## config.mk

```make
export PLATFORM = sky130hd
export DESIGN_NAME = counter_array
export DESIGN_NICKNAME = d
export VERILOG_FILES = /design/src/logic/counter_array.v /design/src/logic/edge_sense.v
export VERILOG_INCLUDE_DIRS = /design/src /design/src/common
export SDC_FILE = /design/constraint.sdc
export NUM_CORES = 1
export LEC_CHECK = 0
export BUFFER_PORTS_ARGS = -buffer_cell sky130_fd_sc_hd__buf_2
export CAP_MARGIN = 10
export CORE_UTILIZATION = 68
export CTS_CLUSTER_DIAMETER = 40
export DETAILED_ROUTE_END_ITERATION = 10
export GPL_TIMING_DRIVEN = 0
export PLACE_DENSITY = 0.92
export SLEW_MARGIN = 20
export SYNTH_ARGS = -nofsm -noshare
export SYNTH_HDL_FRONTEND = slang
export SYNTH_SLANG_ARGS = --single-unit
```

## constraint.sdc

```tcl
create_clock -name sys_clk -period 3.7 [get_ports sys_clk]
set_input_delay 0.555 -clock sys_clk [delete_from_list [all_inputs] [get_ports sys_clk]]
set_output_delay 0.555 -clock sys_clk [all_outputs]
set_load 0.01 [all_outputs]
```

## src/common/counter_array_consts.vh

```
`ifndef COUNTER_ARRAY_CONSTS_VH
`define COUNTER_ARRAY_CONSTS_VH
// register addresses (8-bit registers on a plain port)
`define ADDR_RUN_FLAGS 5'h00
`define ADDR_ARRAY_MODE 5'h01
`define ADDR_COUNT_LO 5'h02
`define ADDR_COUNT_HI 5'h03
`define ADDR_MODE_BASE 5'h08
`define ADDR_VAL_LO_BASE 5'h10
`define ADDR_VAL_HI_BASE 5'h18
// run and flags register fields
`define RF_OVERFLOW 7
`define RF_RUN 6
// array mode register fields
`define AM_IDLE_STOP 7
`define AM_WDOG_EN 6
`define AM_SRC_HI 2
`define AM_SRC_LO 1
`define AM_OVF_IRQ_EN 0
// module mode register fields
`define MM_IRQ_EN 0
`define MM_PWM 1
`define MM_TOGGLE 2
`define MM_MATCH_FLAG 3
`define MM_CAP_FALL 4
`define MM_CAP_RISE 5
`define MM_COMP_EN 6
// prescaler divide ratios of the oscillator
`define DIV_BY_4 8'h04
`define DIV_BY_16 8'h10
`define DIV_BY_64 8'h40
`define RESET_BYTE 8'h00
`endif

```

## src/logic/counter_array.v

```verilog
// Function
// - one 16-bit counter is the time base for five 16-bit modules
// - each module owns one pin, module 0 on the first pin
// - source 0x prescaled tick, 10 timer 0 overflow, 11 external input
// - external source counts on each falling edge of its pin
// - idle-stop set halts the counter while the processor idles
// - watchdog-enable switches the module 4 watchdog on or off
// - run bit 6 of run-and-flags register runs the counter
// - overflow sets flag bit 7; interrupt only when overflow irq enabled
// - only software clears the overflow flag
// - bits 0 to 4 are module event flags, set by hardware, cleared by software
// - each module has its own interrupt output
// - mode bit 0 lets the module event flag request an interrupt
// - mode bit 1 selects pulse width modulation
// - mode bit 2 toggles the module pin on each compare match
// - mode bit 3 sets the event flag on each compare match
// - mode bit 4 captures falling edges, bit 5 rising edges
// - mode bit 6 enables the comparator
// - each module holds a 16-bit value in high and low bytes
// - pulse width mode uses the stored value as duty cycle
`timescale 1ns/1ps
`default_nettype none
`include "counter_array_consts.vh"
module counter_array #(
  parameter NUM_MODULES = 5,
  parameter COUNT_WIDTH = 16
) (
  // clock and reset
  input wire sys_clk,
  input wire rst_b,
  // register port
  input wire [4:0] reg_addr,
  input wire [7:0] reg_wdata,
  input wire reg_write,
  input wire reg_read,
  output reg [7:0] reg_rdata,
  // system inputs
  input wire cpu_idle,
  input wire timer0_overflow,
  input wire [1:0] tick_prescale,
  input wire external_count_input,
  // module pins (output-only compare, input-only capture)
  input wire [NUM_MODULES-1:0] module_pin_in,
  output wire [NUM_MODULES-1:0] module_pin_out,
  output wire [NUM_MODULES-1:0] module_pin_oe,
  // interrupt requests and watchdog reset
  output wire overflow_irq,
  output wire [NUM_MODULES-1:0] module_irq,
  output reg watchdog_reset_req
);
  // ----------------------------------------
  // helpers
  // ----------------------------------------
  // match of counter against a module's stored value
  function match_fn;
    input [15:0] cnt;
    input [15:0] val;
    begin
      match_fn = (cnt == val);
    end
  endfunction

  // byte field select of an indexed register block
  function is_block;
    input [4:0] addr;
    input [4:0] base;
    begin
      is_block = (addr[4:3] == base[4:3]) && (addr[2:0] < 3'd5);
    end
  endfunction

  // address of one module's register inside an indexed block
  function slot_hit;
    input [4:0] addr;
    input [4:0] base;
    input [2:0] idx;
    begin
      slot_hit = (addr == (base | {2'b00, idx}));
    end
  endfunction

  // ----------------------------------------
  // state
  // ----------------------------------------
  reg overflow_flag_reg;
  reg run_bit_reg;
  reg [NUM_MODULES-1:0] event_flag_reg;
  reg [7:0] array_mode_reg;
  reg [COUNT_WIDTH-1:0] count_reg;
  reg [7:0] prescale_reg;
  reg [7:0] module_mode_reg [0:NUM_MODULES-1];
  reg [COUNT_WIDTH-1:0] module_value_reg [0:NUM_MODULES-1];
  reg [NUM_MODULES-1:0] toggle_pin_reg;
  reg [NUM_MODULES-1:0] pwm_pin_reg;
  reg [NUM_MODULES-1:0] match_seen_reg;
  reg [7:0] count_hi_shadow_reg;
  reg [NUM_MODULES-1:0] flag_src;
  wire [NUM_MODULES-1:0] flag_set;

  wire [NUM_MODULES-1:0] pin_rise;
  wire [NUM_MODULES-1:0] pin_fall;
  wire ext_rise_unused;
  wire ext_fall;
  wire ext_level_unused;
  wire [NUM_MODULES-1:0] pin_level_unused;

  // ----------------------------------------
  // edge detection on pins
  // ----------------------------------------
  // external count input, counted on falling edge
  edge_sense ext_edge (
    .sys_clk(sys_clk),
    .rst_b(rst_b),
    .pin_in(external_count_input),
    .rise(ext_rise_unused),
    .fall(ext_fall),
    .level(ext_level_unused)
  );

  genvar g;
  generate
    for (g = 0; g < NUM_MODULES; g = g + 1) begin : pin_edge
      // module capture pin edges
      edge_sense cap_edge (
        .sys_clk(sys_clk),
        .rst_b(rst_b),
        .pin_in(module_pin_in[g]),
        .rise(pin_rise[g]),
        .fall(pin_fall[g]),
        .level(pin_level_unused[g])
      );
    end
  endgenerate

  // ----------------------------------------
  // register write decode
  // ----------------------------------------
  // one strobe for each single register
  wire wr_run_flags = reg_write && (reg_addr == `ADDR_RUN_FLAGS);
  wire wr_array_mode = reg_write && (reg_addr == `ADDR_ARRAY_MODE);
  wire wr_count_lo = reg_write && (reg_addr == `ADDR_COUNT_LO);
  wire wr_count_hi = reg_write && (reg_addr == `ADDR_COUNT_HI);

  // ----------------------------------------
  // count source and counter
  // ----------------------------------------
  reg [7:0] div_sel;
  reg tick;
  reg count_en;

  // select prescale ratio and count source
  always @* begin
    case (tick_prescale)
      2'b00: div_sel = `DIV_BY_4;
      2'b01: div_sel = `DIV_BY_16;
      default: div_sel = `DIV_BY_64;
    endcase
    tick = (prescale_reg >= div_sel - 8'h01); // a ratio change never strands the prescaler
    case ({array_mode_reg[`AM_SRC_HI], array_mode_reg[`AM_SRC_LO]})
      2'b10: count_en = timer0_overflow;
      2'b11: count_en = ext_fall;
      default: count_en = tick;
    endcase
    count_en = count_en & run_bit_reg
      & ~(array_mode_reg[`AM_IDLE_STOP] & cpu_idle);
  end

  wire count_wrap = count_en && (count_reg == {COUNT_WIDTH{1'b1}});

  // prescaler and shared 16-bit counter
  always @(posedge sys_clk or negedge rst_b) begin
    if (!rst_b) begin
      prescale_reg <= 8'h00;
      count_reg <= {COUNT_WIDTH{1'b0}};
    end else begin
      if (tick) begin
        prescale_reg <= 8'h00;
      end else begin
        prescale_reg <= prescale_reg + 8'h01;
      end
      if (wr_count_lo) begin
        count_reg[7:0] <= reg_wdata;
      end else if (wr_count_hi) begin
        count_reg[15:8] <= reg_wdata;
      end else if (count_en) begin
        count_reg <= count_reg + 16'h0001;
      end
    end
  end

  // ----------------------------------------
  // per-module match, capture and pin logic
  // ----------------------------------------
  reg [NUM_MODULES-1:0] match_now;
  reg [NUM_MODULES-1:0] capture_now;
  reg [NUM_MODULES-1:0] wr_mode;
  reg [NUM_MODULES-1:0] wr_val_lo;
  reg [NUM_MODULES-1:0] wr_val_hi;
  integer i;
  integer j;
  integer k;
  integer w;

  // one strobe for each module register
  always @* begin
    for (w = 0; w < NUM_MODULES; w = w + 1) begin
      wr_mode[w] = reg_write && slot_hit(reg_addr, `ADDR_MODE_BASE, w[2:0]);
      wr_val_lo[w] = reg_write && slot_hit(reg_addr, `ADDR_VAL_LO_BASE, w[2:0]);
      wr_val_hi[w] = reg_write && slot_hit(reg_addr, `ADDR_VAL_HI_BASE, w[2:0]);
    end
  end

  // match on counter change; capture on enabled edge
  always @* begin
    match_now = {NUM_MODULES{1'b0}};
    capture_now = {NUM_MODULES{1'b0}};
    for (i = 0; i < NUM_MODULES; i = i + 1) begin
      match_now[i] = module_mode_reg[i][`MM_COMP_EN]
        && match_fn(count_reg, module_value_reg[i]) && !match_seen_reg[i];
      capture_now[i] = (module_mode_reg[i][`MM_CAP_FALL] && pin_fall[i])
        || (module_mode_reg[i][`MM_CAP_RISE] && pin_rise[i]);
    end
  end

  // match raises a flag only with flag-on-match; an enabled capture always does
  always @* begin
    for (k = 0; k < NUM_MODULES; k = k + 1) begin
      flag_src[k] = module_mode_reg[k][`MM_MATCH_FLAG];
    end
  end
  assign flag_set = (match_now & flag_src) | capture_now;

  // run bit, overflow and event flags: a write of zero clears, hardware set wins
  always @(posedge sys_clk or negedge rst_b) begin
    if (!rst_b) begin
      event_flag_reg <= {NUM_MODULES{1'b0}};
      overflow_flag_reg <= 1'b0;
      run_bit_reg <= 1'b0;
      array_mode_reg <= `RESET_BYTE;
      watchdog_reset_req <= 1'b0;
    end else begin
      if (wr_run_flags) begin
        run_bit_reg <= reg_wdata[`RF_RUN];
        overflow_flag_reg <= (reg_wdata[`RF_OVERFLOW] & overflow_flag_reg) | count_wrap;
        event_flag_reg <= (reg_wdata[NUM_MODULES-1:0] & event_flag_reg) | flag_set;
      end else begin
        if (count_wrap) begin
          overflow_flag_reg <= 1'b1;
        end
        event_flag_reg <= event_flag_reg | flag_set;
      end
      if (wr_array_mode) begin
        array_mode_reg <= reg_wdata;
      end
      watchdog_reset_req <= array_mode_reg[`AM_WDOG_EN] && match_now[NUM_MODULES-1];
    end
  end

  // stored values, capture loads and compare pin drivers per module
  always @(posedge sys_clk or negedge rst_b) begin
    if (!rst_b) begin
      for (j = 0; j < NUM_MODULES; j = j + 1) begin
        module_mode_reg[j] <= `RESET_BYTE;
        module_value_reg[j] <= {COUNT_WIDTH{1'b0}};
      end
      toggle_pin_reg <= {NUM_MODULES{1'b0}};
      pwm_pin_reg <= {NUM_MODULES{1'b0}};
      match_seen_reg <= {NUM_MODULES{1'b0}};
    end else begin
      for (j = 0; j < NUM_MODULES; j = j + 1) begin
        if (wr_mode[j]) begin
          module_mode_reg[j] <= {1'b0, reg_wdata[6:0]};
        end
        if (wr_val_lo[j]) begin
          module_value_reg[j][7:0] <= reg_wdata;
        end else if (wr_val_hi[j]) begin
          module_value_reg[j][15:8] <= reg_wdata;
        end else if (capture_now[j]) begin
          module_value_reg[j] <= count_reg;
        end
        match_seen_reg[j] <= match_fn(count_reg, module_value_reg[j]);
        if (match_now[j] && module_mode_reg[j][`MM_TOGGLE]) begin
          toggle_pin_reg[j] <= ~toggle_pin_reg[j];
        end
        pwm_pin_reg[j] <= (count_reg >= module_value_reg[j]);
      end
    end
  end

  // ----------------------------------------
  // pins and interrupts
  // ----------------------------------------
  reg [NUM_MODULES-1:0] pin_mux;
  reg [NUM_MODULES-1:0] oe_mux;
  reg [NUM_MODULES-1:0] irq_mux;
  integer p;

  // pin per module: pwm or toggle output, capture leaves pin undriven
  always @* begin
    for (p = 0; p < NUM_MODULES; p = p + 1) begin
      pin_mux[p] = module_mode_reg[p][`MM_PWM] ? pwm_pin_reg[p]
        : toggle_pin_reg[p];
      oe_mux[p] = module_mode_reg[p][`MM_PWM] | module_mode_reg[p][`MM_TOGGLE];
      irq_mux[p] = event_flag_reg[p] & module_mode_reg[p][`MM_IRQ_EN];
    end
  end

  assign module_pin_out = pin_mux;
  assign module_pin_oe = oe_mux;
  assign module_irq = irq_mux;
  assign overflow_irq = overflow_flag_reg & array_mode_reg[`AM_OVF_IRQ_EN];

  // ----------------------------------------
  // register read
  // ----------------------------------------
  // read data one cycle after the read strobe
  always @(posedge sys_clk or negedge rst_b) begin
    if (!rst_b) begin
      reg_rdata <= 8'h00;
      count_hi_shadow_reg <= 8'h00;
    end else begin
      reg_rdata <= 8'h00;
      if (reg_read) begin
        if (reg_addr == `ADDR_RUN_FLAGS) begin
          reg_rdata <= {overflow_flag_reg, run_bit_reg, 1'b0, event_flag_reg};
        end else if (reg_addr == `ADDR_ARRAY_MODE) begin
          reg_rdata <= array_mode_reg;
        end else if (reg_addr == `ADDR_COUNT_LO) begin
          reg_rdata <= count_reg[7:0];
          count_hi_shadow_reg <= count_reg[15:8];
        end else if (reg_addr == `ADDR_COUNT_HI) begin
          reg_rdata <= count_hi_shadow_reg;
        end else if (is_block(reg_addr, `ADDR_MODE_BASE)) begin
          reg_rdata <= module_mode_reg[reg_addr[2:0]];
        end else if (is_block(reg_addr, `ADDR_VAL_LO_BASE)) begin
          reg_rdata <= module_value_reg[reg_addr[2:0]][7:0];
        end else if (is_block(reg_addr, `ADDR_VAL_HI_BASE)) begin
          reg_rdata <= module_value_reg[reg_addr[2:0]][15:8];
        end
      end
    end
  end
endmodule // counter_array
`default_nettype wire

```

## src/logic/edge_sense.v

```verilog
`timescale 1ns/1ps
`default_nettype none
module edge_sense (
  // clock and reset
  input wire sys_clk,
  input wire rst_b,
  // pin in and edges out
  input wire pin_in,
  output wire rise,
  output wire fall,
  output wire level
);
  reg last_reg;

  // previous pin level
  always @(posedge sys_clk or negedge rst_b) begin
    if (!rst_b) begin
      last_reg <= 1'b0;
    end else begin
      last_reg <= pin_in;
    end
  end

  assign rise = pin_in & ~last_reg;
  assign fall = ~pin_in & last_reg;
  assign level = last_reg;
endmodule // edge_sense
`default_nettype wire
```

# After elaboration in Yosys (flattened, before gate mapping)
# Cells that the tools add are included.
# totals
regBits	192
inputBits	27
output_inout_bits	25
# classes
addsub	3
n_lt_le_gt_ge	8
eq_ne	36
muxes	49
n_bitwise	58
reduce_logical	87
# op_table
cell	n
$mux W8	29
$mux W16	8
$eq A16 B16 Y1	5
$ge A16 B16 Y1	5
$eq A5 B5 Y1 const B	10
$logic_and A1 B1 Y1	49
$bmux W16 S3	1
$reduce_bool A2 Y1	13
$eq A5 B4 Y1 const B	5
$not A1 Y1	25
$bmux W8 S3	1
$reduce_and A2 Y1	12
$and A1 B1 Y1	21
$add A16 B1 Y16 const B	1
$eq A16 B16 Y1 const B	1
$or A5 B5 Y5	3
$pmux W7 S2	1
$ne A2 B2 Y1 const B	6
$and A5 B5 Y5	2
$eq A5 B2 Y1 const B	2
$add A8 B1 Y8 const B	1
$eq A2 B2 Y1 const B	4
$ge A8 B8 Y1	1
$sub A8 B1 Y8 const B	1
other kinds (14)	34

# Depth between registers and ports, before layout
# depth
word_depth	12
mapped_depth	9

# Cells and area by module
# Synthesis repeated with hierarchy kept, for this count alone.
# hier_totals
cells_unflattened	1275
hier_area_um2	12334.3
# modules_own_cells
module	instances	cells_each	area_per_inst_um2	seq_area_each_um2
counter_array	1	1257	12094.1	4654.5
edge_sense	6	3	40.0	25.0

# Worst setup path before layout
# OpenSTA, ideal clock, no wires.
# synth_path
path_kind	input port to flip-flop
from	in tick_prescale[1]
to	reg count_reg[6]
arrival_ns	2.198
required_time_ns	3.631
slack_ns	1.433
stages	8
path_buffers	1
path_cell_list	inv_1 > ha_1 > a21oi_1 > o22ai_1 > o211ai_2 > buf_6 > or4_1 > nand3_1
# synth_via
elab_chain_len	9
elab_cells_between_ends	10
cone_classes	add/sub: 1; order compare: 1; eq/ne: 1; mux: 2; bitwise: 2; reduce/logical: 3
# synth_rtl
element	line	rtl
start: declaration	counter_array.v:40	input wire [1:0] tick_prescale,
$eq A2 B1 Y1 / $logic_not A2 Y1 (equally long branches)	counter_array.v:153	case (tick_prescale)
$pmux W7 S2 (*)	counter_array.v:153	
$sub A8 B1 Y8 (*)	counter_array.v:158	tick = (prescale_reg >= div_sel - 8'h01);
$ge A8 B8 Y1 (*)	counter_array.v:158	
$pmux W1 S2 (*)	counter_array.v:159	case ({array_mode_reg[`AM_SRC_HI], array_mode_reg[`AM_SRC_LO]})
$and A1 B1 Y1 (*) (2 in series)	counter_array.v:164	count_en = count_en & run_bit_reg
$reduce_bool A2 Y1 (no source line) (*)	-	
$reduce_and A2 Y1 (no source line) (*)	-	
end signal: assignment	counter_array.v:174	count_reg <= {COUNT_WIDTH{1'b0}};
end signal: assignment	counter_array.v:182	count_reg[7:0] <= reg_wdata;
end signal: assignment	counter_array.v:186	count_reg <= count_reg + 16'h0001;
end: declaration	counter_array.v:89	reg [COUNT_WIDTH-1:0] count_reg;
# Mark *: on every way between the ends. The rest lies on a longest branch, timed or not.
# A chain may end at the register's enable or synchronous reset.

# Worst setup path after layout
# layout_path
from	reg count_reg[6]
to	reg count_reg[11]
# layout_via
elab_chain_len	3
# layout_rtl
element	line	rtl
$add A16 B1 Y16	counter_array.v:186	
$mux W16	counter_array.v:185	end else if (count_en) begin
$mux W8	counter_array.v:183	end else if (wr_count_hi) begin
# No other way between the ends. The select of a mux whose other input is x is not followed.

==> out/summary.txt <==
Tightest Hold Check Type - in2reg
count of flip-flops with a built-in enable after synthesis - 0
total die area - 18700 um2
number of antenna violations at the first check in global routing - 0
power per cell area - 613 nW/um2
CTS Buf Count - 17
most frequent cells after synthesis - 192 x sky130_fd_sc_hd__dfrtp_1, 125 x sky130_fd_sc_hd__nand2_1, 115 x sky130_fd_sc_hd__o21ai_0
post-detailed-routing wire length - 43200 um
reg-to-reg critical path startpoint - count_reg[6]$_DFFE_PN0P_
vias per inst - 7.21
buffer count from post-CTS setup fixing - 0
number of filler instances in the final layout - 1204
reg-to-reg critical path endpoint - count_reg[11]$_DFFE_PN0P_
footprint of the flip-flops and latches - 4800 um2
hold-critical path endpoint - ext_edge.level$_DFF_PN0_
standard-cell rows - 48
max-cap check violation count - 0
WP data required - 4.02 ns
Mapped Nets - 1385
Max clock buf depth - 2
post-synthesis instance area - 12400 um2
Setup violations, final - 0
run status - finished clean
setup repair after global routing missed its margin - false
largest net degree at the start of global routing - 83
proportion of synthesized flip-flops having asynchronous set or reset - 100%
cell accounting for the most synthesized area - sky130_fd_sc_hd__dfrtp_1
Worst Setup Path Type - reg2reg
CTS sink cnt - 192
area of the placeable core - 17500 um2
Fmax - 0.328 GHz
Relative slew margins - 33.0%
IO Count - 52
routability cong. - 1.04
Final Critical Period - 3.05 ns
sum of overflow across all layers after global routing - 0
post-route worst hold slack - 0.209 ns
Clock transition at path regs - 0.08 ns
Synth Instances - 1272
overall via count from detail_route - 11300
Tcrit/Tclk final - 82.3%
max reg flops - 80
VDD IR-drop max - 515 uV
starting utilization of the core area - 70.5%
detailed-route wire length per cell - 27.5 um
average instance area after synthesis - 9.72 um2
buffer cell driving the clock tree root - sky130_fd_sc_hd__clkbuf_16
Antenna Nets Post-Route - 0
Synth top area share - 38.9%
number of cells in the finished layout apart from fillers - 1572
worst hold stages - 1
First DRT Iteration DRCs - 1657
number of nets in the layout - 1449
layout cells sized above 1 - 16.6%
CTS tree - built
kind of end point of the critical path - register
sort of element at the start of the critical path - register
leading post-synthesis cells by cell area - sky130_fd_sc_hd__dfrtp_1 39%, sky130_fd_sc_hd__ha_1 8.7%, sky130_fd_sc_hd__mux2i_1 8.6%, sky130_fd_sc_hd__mux2_2 5.3%, sky130_fd_sc_hd__o21ai_0 4.7%
max-slew violation count - 0
count of inserted antenna diode cells - 0
Vert. Die Dim - 137 um
R2R cell count - 6
Hold Violations, Final - 0
Worst Hold Launch - external_count_input
Detailed Routing Iterations Pass 1 - 5
drt drc - 0
total track usage - 48.6%
crit path max fanout - 10
Worst-Skew Late Latency - 0.45 ns
warning count from the yosys run - 0
portion of the post-synthesis area used by sequential elements - 38.9%
post-synthesis cell type count - 79
multi-input gate area in the final layout - 6840 um2
layout-stage area growth over the synthesis result - 9.17%
transition at the pin with the smallest max-transition slack - 0.997 ns
Cells after DPL - 1541
P_leak - 6.15 nW
H-tree depth reported by CTS - 4
HPWL Detailed - 31100 um
most frequent cell after synthesis - sky130_fd_sc_hd__dfrtp_1
register bit total from synthesis - 192
vias in the first global route - 10800
DIE WIDTH - 137 um
Arrival @ worst endpoint - 3.36 ns
Port Buffers - 42
most used flip-flop cell after synthesis - sky130_fd_sc_hd__dfrtp_1
flop-to-flop setup slack - 0.65 ns
global-route wire length before repair - 64800 um
Worst Clk Skew - 0.0133 ns
-- through the flow --
step | worst slack (ns) | TNS, ns | utilization (%) | cell area [um2] | total power, mW
2_1_floorplan | 1.43 | 0 | - | 12400 | 5.07
3_3_place_gp | -1.04 | -196.64 | 73.3 | 12900 | 6.06
3_5_place_dp | 0.726 | 0 | 73.7 | 12900 | 6.26
4_1_cts | 0.800 | 0 | 76.9 | 13500 | 8.05
5_1_grt | 0.566 | 0 | 77.0 | 13500 | 8.67
6_report | 0.654 | 0 | 77.0 | 13500 | 8.27
-- worst max-delay path, stage by stage, from the launching register on --
cell	delay, ns
sky130_fd_sc_hd__dfrtp_1	0.61
sky130_fd_sc_hd__clkbuf_1	0.60
sky130_fd_sc_hd__nand4_1	0.41
sky130_fd_sc_hd__nor3_1	0.68
sky130_fd_sc_hd__o2111ai_1	0.25
sky130_fd_sc_hd__a21oi_1	0.20
sky130_fd_sc_hd__o221ai_1	0.15
-- layer usage --
| layer | GRT usage [%] | part of all wire [%] |
|---|---|---|
| met1 | 62.3 | 36 |
| met2 | 71.3 | 43 |
| met3 | 16.4 | 14 |
| met4 | 29.1 | 7.0 |
| met5 | 0 | 0 |
-- cell families after synthesis --
logic type | after synthesis | synth area share [%]
flops | 192 | 38.9
fa+ha+maj | 86 | 8.70
simple gates | 329 | 13.9
buf+inv | 172 | 6.01
xor+xnor | 12 | 0.850
compound gates | 305 | 15.8
other cells | 1 | 0.0303
mux | 175 | 15.9
-- repair_timing --
| action | in CTS | in global routing |
|---|---|---|
| hold endpoints to repair | 29 | 0 |
| hold buffers | 1 | 0 |
| resized for setup | 0 | 0 |
| endpoints found under the setup margin | 0 | 0 |
-- power by group --
part           total, mW  switching (mW)  internal [mW]
registers           3.22           0.607           2.61
clock network       1.81           0.925          0.882
logic               3.25            1.95           1.30
-- cell usage in the layout (no fill, tap or decap), drive strengths merged, types with 40 or more instances in the layout --
master and n:
mux2i 106, mux2 58, ha 86, o21ai 126, nand2 125, inv 96, nor2 40, a21oi 53
buf 97, clkbuf 47, dfrtp 192
-- layout make-up --
type | count | area share, %
multi-input combinational | 908 | 50.7
sequential | 192 | 35.6
clock buffer | 17 | 3.15
buffer | 83 | 3.03
inverter | 89 | 2.47
timing repair buffer | 45 | 2.11
tap | 225 | 2.09
clock inverter | 13 | 0.890
-- worst max-delay path by stage --
stage,from,endpoint,cells after the start
6_report,count_reg[6]$_DFFE_PN0P_,count_reg[11]$_DFFE_PN0P_,6
5_1_grt,count_reg[6]$_DFFE_PN0P_,count_reg[10]$_DFFE_PN0P_,6
4_1_cts,count_reg[6]$_DFFE_PN0P_,count_reg[13]$_DFFE_PN0P_,6
3_5_place_dp,reg_addr[2],reg_rdata[1]$_DFF_PN0_,8
3_3_place_gp,rst_b,prescale_reg[5]$_DFF_PN0_,1
2_1_floorplan,tick_prescale[1],count_reg[6]$_DFFE_PN0P_,8
(Power assumes the default switching activity.)
